[src/core/cptg_pkg.sv]
/*
 * package for the counter pulse train generator: register map, field
 * positions, reset values and state encodings.
 * assumes a 32-bit apb slave with word-aligned registers.
 */
package cptg_pkg;

	localparam int CPTG_CW = 24;            // counter width, 24-bit variant

	// register byte offsets
	localparam logic [7:0] OFF_CTRL   = 8'h00;
	localparam logic [7:0] OFF_PH1    = 8'h04;
	localparam logic [7:0] OFF_PH2    = 8'h08;
	localparam logic [7:0] OFF_NPULSE = 8'h0c;
	localparam logic [7:0] OFF_CMD    = 8'h10;
	localparam logic [7:0] OFF_STAT   = 8'h14;

	// ctrl field positions
	localparam int CTRL_TOGGLE = 0;         // 1 toggled, 0 pulsed
	localparam int CTRL_NEG    = 1;         // 1 negative polarity
	localparam int CTRL_SINGLE = 2;         // 1 single delayed pulse
	localparam int CTRL_EXTSRC = 3;         // 1 count external source
	localparam int CTRL_GMODE  = 4;         // 2 bits gate mode
	localparam int CTRL_RETRIG = 6;         // retriggerable
	localparam int CTRL_FGMULT = 7;         // finite gate, multiple edges

	// gate modes
	localparam logic [1:0] GM_NONE  = 2'h0;
	localparam logic [1:0] GM_LEVEL = 2'h1;
	localparam logic [1:0] GM_EDGE  = 2'h2;

	// command bits
	localparam int CMD_START = 0;
	localparam int CMD_STOP  = 1;

	localparam logic [31:0] RST_CTRL  = 32'h0000_0001;
	localparam logic [31:0] RST_PHASE = 32'h0000_0001;

	// generator states, one-hot
	typedef enum logic [3:0] {
		ST_IDLE = 4'h1,
		ST_WAIT = 4'h2,
		ST_PH1  = 4'h4,
		ST_PH2  = 4'h8
	} cptg_state_t;

	// apb request carrier
	typedef struct packed {
		logic        psel;
		logic        penable;
		logic        pwrite;
		logic [7:0]  paddr;
		logic [31:0] pwdata;
	} cptg_apb_req_t;

endpackage

[src/core/cptg_top.sv]
/*
 * counter pulse train generator: apb registers, gate logic, output counter
 * and the adjacent gating counter used for finite trains.
 * assumes timebase and gate inputs synchronous to sys_clk; an edge of the
 * selected timebase is one count.
 */
// Local design decisions: the register addresses and the APB interface to the registers.
// Summary of operation
// - toggled output inverts at each terminal count
// - pulsed output gives a one-timebase-cycle pulse at terminal count
// - idle level low for positive polarity, high for negative
// - phase one runs from counting start to first rising edge
// - phase two runs from rising to falling edge, the pulse
// - continuous train repeats phase one and two until stopped; with an edge gate or retrigger the code waits in ST_WAIT after each pulse
// - period is phase one plus phase two
// - duty cycle is phase two over period
// - counts internal or external timebase, optional gate qualifies
// - single mode: delay, one pulse, then stop
// - configuration held apart; start begins at once without reconfiguring
// - pulse count zero gives continuous train, nonzero finite
// - zero phase lengths forced to one, never a constant level; a continuous train with both phases at one holds the pulsed pin high
// - finite train: output counter level-gated by second counter pulse
// - finite train length limited by counter width
// - gating counter triggers on one edge or every edge
// - start may lag by up to one timebase period
// - retriggerable mode restarts generation on each gate trigger; the code ignores a rise in phase two, or in phase one off a timebase edge
// - gate change after a timebase edge counts from the next edge
`timescale 1ns/1ps
`default_nettype none

module cptg_top
	import cptg_pkg::*;
#(
	parameter int CW = cptg_pkg::CPTG_CW
) (
	input  wire logic                   sys_clk,
	input  wire logic                   rst,
	input  wire logic                   ce,
	input  wire cptg_pkg::cptg_apb_req_t apb_req,
	output logic [31:0]                 prdata,
	output logic                        pready,
	output logic                        pslverr,
	input  wire logic                   int_timebase,
	input  wire logic                   ext_source,
	input  wire logic                   gate_in,
	input  wire logic                   fin_gate_in,
	output logic                        pulse_out,
	output logic                        terminal_count,
	output logic                        running
);
	import cptg_pkg::*;

	logic [31:0]     ctrl;
	logic [CW-1:0]   ph1_len;
	logic [CW-1:0]   ph2_len;
	logic [CW-1:0]   npulse;
	cptg_state_t     state;
	logic [CW-1:0]   count;
	logic            out_lvl;
	logic            src_q;
	logic            tb_sel;
	logic            tb_edge;
	logic            gate_q;
	logic            fg_q;
	logic            start_pend;
	logic            gate_pend;
	logic            armed;
	logic            fin_run;
	logic [CW-1:0]   fin_cnt;
	logic            gate_ok;
	logic            gate_rise;
	logic            fin_rise;
	logic            wr_en;
	logic            rd_en;
	logic            tc_now;
	logic            mapped;

	// apb decode; a read or write completes in its first access cycle
	assign wr_en   = apb_req.psel & apb_req.penable & apb_req.pwrite & ce;
	assign rd_en   = apb_req.psel & apb_req.penable & ~apb_req.pwrite & ce;

	// decoding used by the error answer only; the read path decodes paddr itself
	function automatic logic is_mapped(input logic [7:0] a);
		is_mapped = (a == OFF_CTRL) || (a == OFF_PH1) || (a == OFF_PH2) ||
		            (a == OFF_NPULSE) || (a == OFF_CMD) || (a == OFF_STAT);
	endfunction

	// zero phases are raised to one so the toggled output always moves
	function automatic logic [CW-1:0] at_least_one(input logic [31:0] v);
		at_least_one = (v[CW-1:0] == '0) ? CW'(1) : v[CW-1:0];
	endfunction

	assign mapped = is_mapped(apb_req.paddr);

	// configuration registers: held while idle or running, start is separate
	always_ff @(posedge sys_clk) begin
		if (rst) begin
			ctrl    <= RST_CTRL;
			ph1_len <= CW'(1);
			ph2_len <= CW'(1);
			npulse  <= '0;
		end else if (wr_en) begin
			case (apb_req.paddr)
				OFF_CTRL:   ctrl    <= apb_req.pwdata;
				OFF_PH1:    ph1_len <= at_least_one(apb_req.pwdata);
				OFF_PH2:    ph2_len <= at_least_one(apb_req.pwdata);
				OFF_NPULSE: npulse  <= apb_req.pwdata[CW-1:0];
				default:    ;
			endcase
		end
	end

	// apb answer registers
	always_ff @(posedge sys_clk) begin
		if (rst) begin
			prdata  <= 32'h0;
			pready  <= 1'b0;
			pslverr <= 1'b0;
		end else if (ce) begin
			pready  <= apb_req.psel & ~apb_req.penable;
			pslverr <= apb_req.psel & ~apb_req.penable & ~mapped;
			prdata  <= 32'h0;
			if (apb_req.psel & ~apb_req.penable & ~apb_req.pwrite) begin
				case (apb_req.paddr)
					OFF_CTRL:   prdata <= ctrl;
					OFF_PH1:    prdata <= 32'(ph1_len);
					OFF_PH2:    prdata <= 32'(ph2_len);
					OFF_NPULSE: prdata <= 32'(npulse);
					OFF_STAT:   prdata <= {28'h0, fin_run, out_lvl,
					                       state == ST_WAIT, state != ST_IDLE};
					default:    prdata <= 32'h0;
				endcase
			end
		end
	end

	// timebase selection and rising-edge detect on the chosen source
	assign tb_sel    = ctrl[CTRL_EXTSRC] ? ext_source : int_timebase;
	assign tb_edge   = tb_sel & ~src_q;
	assign gate_rise = gate_in & ~gate_q;
	assign fin_rise  = fin_gate_in & ~fg_q;

	always_ff @(posedge sys_clk) begin
		if (rst) begin
			src_q  <= 1'b0;
			gate_q <= 1'b0;
			fg_q   <= 1'b0;
		end else if (ce) begin
			src_q  <= tb_sel;
			gate_q <= gate_in;
			fg_q   <= fin_gate_in;
		end
	end

	// adjacent gating counter: a delayed pulse long enough for npulse periods
	always_ff @(posedge sys_clk) begin
		if (rst) begin
			fin_run <= 1'b0;
			fin_cnt <= '0;
			armed   <= 1'b0;
		end else if (ce) begin
			if (wr_en && apb_req.paddr == OFF_CMD && apb_req.pwdata[CMD_STOP]) begin
				fin_run <= 1'b0;
				armed   <= 1'b0;
			end else if (wr_en && apb_req.paddr == OFF_CMD &&
			             apb_req.pwdata[CMD_START] && npulse != '0) begin
				armed <= 1'b1;
			end else if (armed && fin_rise && !fin_run) begin
				fin_run <= 1'b1;
				fin_cnt <= npulse;
				armed   <= ctrl[CTRL_FGMULT];
			end else if (fin_run && tb_edge && state == ST_PH2 && tc_now) begin
				if (fin_cnt == CW'(1))
					fin_run <= 1'b0;
				fin_cnt <= fin_cnt - CW'(1);
			end
		end
	end

	// gate qualification for the output counter
	always_comb begin
		if (npulse != '0)
			gate_ok = fin_run;
		else case (ctrl[CTRL_GMODE +: 2])
			GM_LEVEL: gate_ok = gate_in;
			default:  gate_ok = 1'b1;
		endcase
	end

	assign tc_now = (count == CW'(1));

	// start requests, held until the next timebase edge
	always_ff @(posedge sys_clk) begin
		if (rst) begin
			start_pend <= 1'b0;
			gate_pend  <= 1'b0;
		end else if (ce) begin
			if (wr_en && apb_req.paddr == OFF_CMD && apb_req.pwdata[CMD_STOP])
				start_pend <= 1'b0;
			else if (wr_en && apb_req.paddr == OFF_CMD && apb_req.pwdata[CMD_START])
				start_pend <= 1'b1;
			else if (tb_edge)
				start_pend <= 1'b0;
			if (gate_rise && ctrl[CTRL_GMODE +: 2] == GM_EDGE)
				gate_pend <= 1'b1;
			else if (tb_edge || state == ST_IDLE)
				gate_pend <= 1'b0;
		end
	end

	// generator state machine and count register
	always_ff @(posedge sys_clk) begin
		if (rst) begin
			state   <= ST_IDLE;
			count   <= '0;
			out_lvl <= 1'b0;
			terminal_count <= 1'b0;
		end else if (ce) begin
			if (tb_edge)
				terminal_count <= 1'b0;
			if (wr_en && apb_req.paddr == OFF_CMD && apb_req.pwdata[CMD_STOP]) begin
				state   <= ST_IDLE;
				out_lvl <= 1'b0;
				terminal_count <= 1'b0;
			end else if (tb_edge) begin
				case (state)
					ST_IDLE: if (start_pend) begin
						// counting starts only on a timebase edge
						state <= (ctrl[CTRL_GMODE +: 2] == GM_EDGE) ? ST_WAIT : ST_PH1;
						count <= ph1_len;
						out_lvl <= 1'b0;
					end
					ST_WAIT: if (gate_pend || gate_rise) begin
						state <= ST_PH1;
						count <= ph1_len;
					end
					ST_PH1: if (gate_ok) begin
						if (ctrl[CTRL_RETRIG] && gate_rise)
							count <= ph1_len;
						else if (tc_now) begin
							state   <= ST_PH2;
							count   <= ph2_len;
							out_lvl <= 1'b1;
							terminal_count <= 1'b1;
						end else
							count <= count - CW'(1);
					end
					ST_PH2: if (gate_ok || fin_run) begin
						if (tc_now) begin
							out_lvl <= 1'b0;
							terminal_count <= 1'b1;
							count <= ph1_len;
							if (ctrl[CTRL_SINGLE])
								state <= ST_IDLE;
							else if (ctrl[CTRL_RETRIG] || ctrl[CTRL_GMODE +: 2] == GM_EDGE)
								state <= ST_WAIT;
							else
								state <= ST_PH1;
						end else
							count <= count - CW'(1);
					end
					default: state <= ST_IDLE;
				endcase
			end
		end
	end

	// output pin: toggled shows the phase level, pulsed shows the tc pulse
	always_ff @(posedge sys_clk) begin
		if (rst) begin
			pulse_out <= 1'b0;
			running   <= 1'b0;
		end else if (ce) begin
			pulse_out <= (ctrl[CTRL_TOGGLE] ? out_lvl : terminal_count)
			             ^ ctrl[CTRL_NEG];
			running   <= (state != ST_IDLE);
		end
	end

	// assertions
	a_phase_min: assert property (@(posedge sys_clk) disable iff (rst)
		ph1_len != '0 && ph2_len != '0)
		else $error("phase length reached zero");
	a_idle_level: assert property (@(posedge sys_clk) disable iff (rst)
		ce && $past(ce) && $past(state) == ST_IDLE && $past(out_lvl) == 1'b0
		&& $past(ctrl[CTRL_TOGGLE]) && $stable(ctrl)
		|-> pulse_out == ctrl[CTRL_NEG])
		else $error("idle output level wrong");
	a_toggle_rise: assert property (@(posedge sys_clk) disable iff (rst)
		ce && state == ST_PH1 && tb_edge && gate_ok && tc_now && !ctrl[CTRL_RETRIG]
		&& !(wr_en && apb_req.paddr == OFF_CMD)
		|=> out_lvl && state == ST_PH2)
		else $error("no rise at end of first phase");
	a_toggle_fall: assert property (@(posedge sys_clk) disable iff (rst)
		ce && state == ST_PH2 && tb_edge && gate_ok && tc_now
		&& !(wr_en && apb_req.paddr == OFF_CMD) |=> !out_lvl)
		else $error("no fall at end of pulse");
	a_tc_pulse: assert property (@(posedge sys_clk) disable iff (rst)
		ce && terminal_count && tb_edge
		&& !(tc_now && (state == ST_PH1 || state == ST_PH2))
		|=> !terminal_count)
		else $error("terminal count held past one timebase cycle");
	a_single_stop: assert property (@(posedge sys_clk) disable iff (rst)
		ce && ctrl[CTRL_SINGLE] && state == ST_PH2 && tb_edge && gate_ok && tc_now
		|=> state == ST_IDLE)
		else $error("single pulse did not stop");
	a_cont_repeat: assert property (@(posedge sys_clk) disable iff (rst)
		ce && !ctrl[CTRL_SINGLE] && !ctrl[CTRL_RETRIG] && ctrl[CTRL_GMODE +: 2] != GM_EDGE
		&& state == ST_PH2 && tb_edge && gate_ok && tc_now
		&& !(wr_en && apb_req.paddr == OFF_CMD) |=> state == ST_PH1 && count == ph1_len)
		else $error("continuous train did not repeat");
	a_start_edge: assert property (@(posedge sys_clk) disable iff (rst)
		ce && state == ST_IDLE && !tb_edge |=> state == ST_IDLE)
		else $error("started without a timebase edge");
	a_finite_gate: assert property (@(posedge sys_clk) disable iff (rst)
		ce && npulse != '0 && !fin_run && state == ST_PH1 |=> $stable(count))
		else $error("finite train counted without gate");
	c_single: cover property (@(posedge sys_clk) ctrl[CTRL_SINGLE] && state == ST_PH2);
	c_finite: cover property (@(posedge sys_clk) fin_run && state == ST_PH2);
	c_retrig: cover property (@(posedge sys_clk) ctrl[CTRL_RETRIG] && state == ST_WAIT);
	c_pulsed: cover property (@(posedge sys_clk) !ctrl[CTRL_TOGGLE] && terminal_count);
	c_extsrc: cover property (@(posedge sys_clk) ctrl[CTRL_EXTSRC] && state == ST_PH2);

	// a stop command wins over every pending edge, so out_lvl is back
	// at its rest level one cycle later whatever the phase was, the registered pin one cycle after that
	a_stop_idle: assert property (@(posedge sys_clk) disable iff (rst)
		ce && wr_en && apb_req.paddr == OFF_CMD && apb_req.pwdata[CMD_STOP]
		|=> state == ST_IDLE && !out_lvl)
		else $error("stop did not return to idle");

	// the end of phase one must reload the pulse width, not keep counting;
	// a stale count here would stretch the period silently
	a_period_load: assert property (@(posedge sys_clk) disable iff (rst)
		ce && state == ST_PH1 && tb_edge && gate_ok && tc_now && !ctrl[CTRL_RETRIG]
		&& !(wr_en && apb_req.paddr == OFF_CMD)
		|=> count == ph2_len)
		else $error("pulse width not loaded");

	// a gate rise that meets a timebase edge in phase one restarts the delay like a one-shot
	a_retrig_reload: assert property (@(posedge sys_clk) disable iff (rst)
		ce && state == ST_PH1 && tb_edge && gate_ok && ctrl[CTRL_RETRIG] && gate_rise
		&& !(wr_en && apb_req.paddr == OFF_CMD)
		|=> count == ph1_len && state == ST_PH1)
		else $error("retrigger did not reload delay");

	// the gating counter drops its gate after the last requested pulse,
	// otherwise a finite train would run on as a continuous one
	a_fin_end: assert property (@(posedge sys_clk) disable iff (rst)
		ce && fin_run && fin_cnt == CW'(1) && tb_edge && state == ST_PH2 && tc_now
		&& !(wr_en && apb_req.paddr == OFF_CMD)
		|=> !fin_run)
		else $error("finite gate outlived its pulse count");

	// a low level gate freezes the count in the delay phase
	a_gate_hold: assert property (@(posedge sys_clk) disable iff (rst)
		ce && npulse == '0 && ctrl[CTRL_GMODE +: 2] == GM_LEVEL && !gate_in
		&& state == ST_PH1 |=> $stable(count))
		else $error("counted while level gate low");

	// limitation: a train with both phases at one edge gives back-to-back
	// terminal counts, so the pulsed pin then stays high for the whole train

endmodule

`default_nettype wire

[config.mk]
export PLATFORM = sky130hd
export DESIGN_NAME = cptg_top
export DESIGN_NICKNAME = d
export VERILOG_FILES = /design/src/core/cptg_pkg.sv /design/src/core/cptg_top.sv
export SDC_FILE = /design/constraint.sdc
export NUM_CORES = 1
export LEC_CHECK = 0
export ABC_AREA = 1
export BUFFER_PORTS_ARGS = -buffer_cell sky130_fd_sc_hd__buf_2
export CAP_MARGIN = 20
export CORE_UTILIZATION = 55
export DETAILED_ROUTE_END_ITERATION = 10
export PLACE_DENSITY = 0.77
export SLEW_MARGIN = 5
export SYNTH_ARGS = -nofsm -noshare
export SYNTH_HDL_FRONTEND = slang
export SYNTH_SLANG_ARGS = --single-unit
export TNS_END_PERCENT = 5
[constraint.sdc]
create_clock -name sys_clk -period 1.85 [get_ports sys_clk]
set_clock_uncertainty 0.1 [all_clocks]
set_input_delay 0.37 -clock sys_clk [delete_from_list [all_inputs] [get_ports sys_clk]]
set_output_delay 0.37 -clock sys_clk [all_outputs]
set_load 0.02 [all_outputs]
==> results_dict.tcl <==
set metrics [dict create \
    fillers 1549 \
    internal-power_uw 7360 \
    clock_latency_ns 0.52 \
    cap_violations 0 \
    synth.top_cell.area_share_pct 37.3 \
    p_clk_share_pct 49.8 \
    hp-class "in -> reg" \
    boundaryPins 87 \
    max_slew_margin_pct 66.1 \
    cts_tree "done" \
    post-route-period-util_pct 110 \
    gp_congestion 0.969 \
    fin_area_um2 14000 \
    cp_max_fo 12 \
    setup.worst_path.start "count[0]$_SDFFE_PP0P_" \
    violations "negative setup slack" \
    synthToLayoutAreaGrowth_pct 30.1 \
    grt_pass1_vias 11357 \
    clock_path_buffers 3 \
    cp-start-kind "flip-flop" \
    drive_above_1_share_pct 23.5 \
    num_antenna_cells 0 \
    clock.fmax_ghz 0.493 \
    wirelength_um 36000 \
    post-route-min-period_ns 2.03 \
    rows 50 \
    grt-ovfl-total 0 \
    grt_use_total_pct 35.7 \
    p_sw_uw 2170 \
    clkSinkCount 201 \
    leakagePower_uw 0.00649 \
    clkSlewWorstSetupHoldPaths_ns 0.06 \
    hold_start "fin_gate_in" \
    power_density_nw_per_um2 679 \
    r2r-end "fin_cnt[23]$_SDFFE_PP0P_" \
    crit_required_ns 2.20 \
    die_h_um 142 \
    yosys_warnings 0 \
    drt-initial-drc-count 1177 \
    synthTopCellsByArea "dfxtp_1 (37%), nand2_1 (13%), nor2_1 (8.1%), a21oi_1 (7.6%), o21ai_0 (6.2%)" \
    ys_seq_area_share_pct 37.3 \
    place_area_um2 12900 \
    dp_hpwl_um 26300 \
    initial_core_util_pct 56.9 \
    drc 0 \
    synth_top_cell_by_area "dfxtp_1" \
    path_class "reg -> reg" \
    r2r_start "count[0]$_SDFFE_PP0P_" \
    fin_util_pct 74.0 \
    status "complete, but fails checks" \
    synth_fp_nets 1689 \
    r2r_setup_slack_ns -0.18 \
    sw_frac_of_total_pct 22.7 \
    dp_cells 2099 \
    final_max_slew_viol_count 0 \
    worst_hold_path.num_cells 3 \
    die_x_um 142 \
    power_uw 9520 \
    r2r_cells 13 \
    portBuffers 86 \
    syn_area_um2 10800 \
    syn_inst 1635 \
    setup_violations 50 \
    root_buffer "clkbuf_16" \
    worst_pin_slew_ns 0.503 \
    setup_ws_ns -0.179 \
    postRouteAntennaNets 0 \
    drt-vias-per-instance 5.64 \
    post_drt_wl_per_cell_um 16.7 \
    final_nets 1929 \
    cts_buffers 23 \
    worstSetupEndpointType "flip-flop" \
    hold_viol_final 0 \
    fin_cells 2151 \
    post_synth.cell_area_avg_um2 6.59 \
    ctsHtreeMaxLevel 1 \
    num_vias 12136 \
    dieArea_um2 20200 \
    antenna_found_initial 0 \
    grt_max_degree 81 \
    coreArea_um2 19000 \
    worst_ep_arrival_time_ns 2.38 \
    synth_cell_types 46 \
    drt_pre_antenna_iters 5 \
    rsz0062_at_grt "true" \
    p_seq_share_pct 45.6 \
    place_ws_ns -0.269 \
    synth_seq_cells 201 \
    ir_worst_vdd_mv 0.675 \
    critPathCapture "fin_cnt[23]$_SDFFE_PP0P_" \
    grt_pass1_wl_um 56900 \
    p_comb_share_pct 4.6 \
]
[critical path, cell delays in order (launching register included)]
cell and delay, ns:
dfxtp_2 0.36, ha_4 0.14, inv_1 0.03, nor2_1 0.07, nand2_1 0.09, nor2_2 0.11, nand3_2 0.10, o21ai_2 0.21
nand2_2 0.10, nor2_4 0.19, buf_6 0.14, buf_16 0.14, nand3_2 0.08, a21oi_2 0.11
[worst min path at each step]
stage	endpoint
after floorplan	out_lvl$_SDFFE_PP0P_
after global placement	prdata[11]$_SDFFE_PP0P_
after detailed placement	prdata[8]$_SDFFE_PP0P_
after CTS	ctrl[29]$_SDFFE_PP0P_
after global routing	ctrl[29]$_SDFFE_PP0P_
final	fg_q$_SDFFE_PP0P_
[cell usage after synthesis (all sizes together)]
cell type / count
a211oi: 24
a21bo: 1
a21boi: 4
a21oi: 170
a22oi: 1
a31oi: 1
and3: 1
buf: 34
clkbuf: 50
dfxtp: 201
ha: 4
inv: 158
nand2: 382
nand3: 83
nand3b: 6
nand4: 19
nor2: 251
nor3: 9
nor4: 5
o2111ai: 19
o211ai: 15
o21a: 7
o21ai: 151
o221ai: 2
o22ai: 6
o2bb2ai: 1
o311ai: 1
o31ai: 1
or2: 7
xnor2: 6
xor2: 15
[cells by family (layout without fill, tap and decap cells)]
logic type | after synthesis | in the layout | synth area share (%)
simple gates | 763 | 763 | 30.1
xor+xnor | 21 | 21 | 1.71
buf+inv | 242 | 498 | 9.30
compound gates | 404 | 404 | 21.1
flops | 201 | 201 | 37.3
fa+ha+maj | 4 | 4 | 0.464
[repair_timing]
action / CTS / global route
gates cloned: 1 / 0
hold endpoints to repair: 7 / 0
pin swaps: 3 / 10
setup buffers: 0 / 3
gates resized for setup: 20 / 60
endpoints found under the setup margin: 54 / 56
hold buffers: 7 / 0
[per-layer routing]
metal	track usage (%)	part of all wire, %	vias up
li1	-	-	5865
met2	60.9	47	573
met4	15.1	4.5	0
met1	45.6	41	5567
met3	4.21	7.4	131
met5	0	0	-
[final cells by class]
cell class,count,area [um^2],area share [%]
clock buffer,30,642,4.58
tap,260,325,2.32
timing repair buffer,299,2310,16.4
sequential,201,4030,28.7
clock inverter,11,139,0.990
multi-input combinational,1192,5990,42.7
inverter,158,601,4.28
[metrics by stage]
step / TNS, ns / hold slack (ns)
after floorplan: 0 / 0.352
after global placement: -13.66 / 0.349
after detailed placement: -20.51 / 0.352
after CTS: -4.66 / 0.00379
after global routing: -9.86 / 0.0256
final: -4.53 / 0.00741
[registers in the layout, indices dropped and copies added, names as in the netlist, 4 cells and up]
name and cells:
count 24, ctrl 32, fin_cnt 24, npulse 24, ph1_len 24, ph2_len 24, prdata 32, state 4
[power groups by stage]
stage	Clock (uW)	Combinational, uW	Sequential [uW]
after floorplan	0	191	4440
after global placement	0	402	4440
after detailed placement	0	406	4440
after CTS	4760	420	4340
after global routing	4970	465	4340
final	4750	434	4340
[layout by cell type, fill, tap and decap left out, types with 4 or more instances in the layout]
master / instances
nand2_1: 366
nor2_1: 208
dfxtp_1: 200
buf_4: 181
a21oi_1: 158
inv_1: 145
o21ai_0: 128
buf_2: 86
nand3_1: 67
nor2_2: 30
a211oi_1: 24
clkbuf_16: 23
o21ai_1: 20
nand4_1: 19
o2111ai_1: 19
buf_12: 17
o211ai_1: 15
xor2_1: 15
nand3_2: 13
nand2_2: 13
nor2_4: 12
a21oi_2: 12
inv_2: 10
nor3_1: 8
or2_2: 7
o21a_1: 7
dlygate4sd3_1: 7
buf_6: 7
o22ai_1: 6
xnor2_1: 6
nand3b_1: 6
nor4_1: 5
clkinv_2: 5
a21boi_0: 4
clkbuf_8: 4
Note: power is estimated with default switching activity, not from simulation.
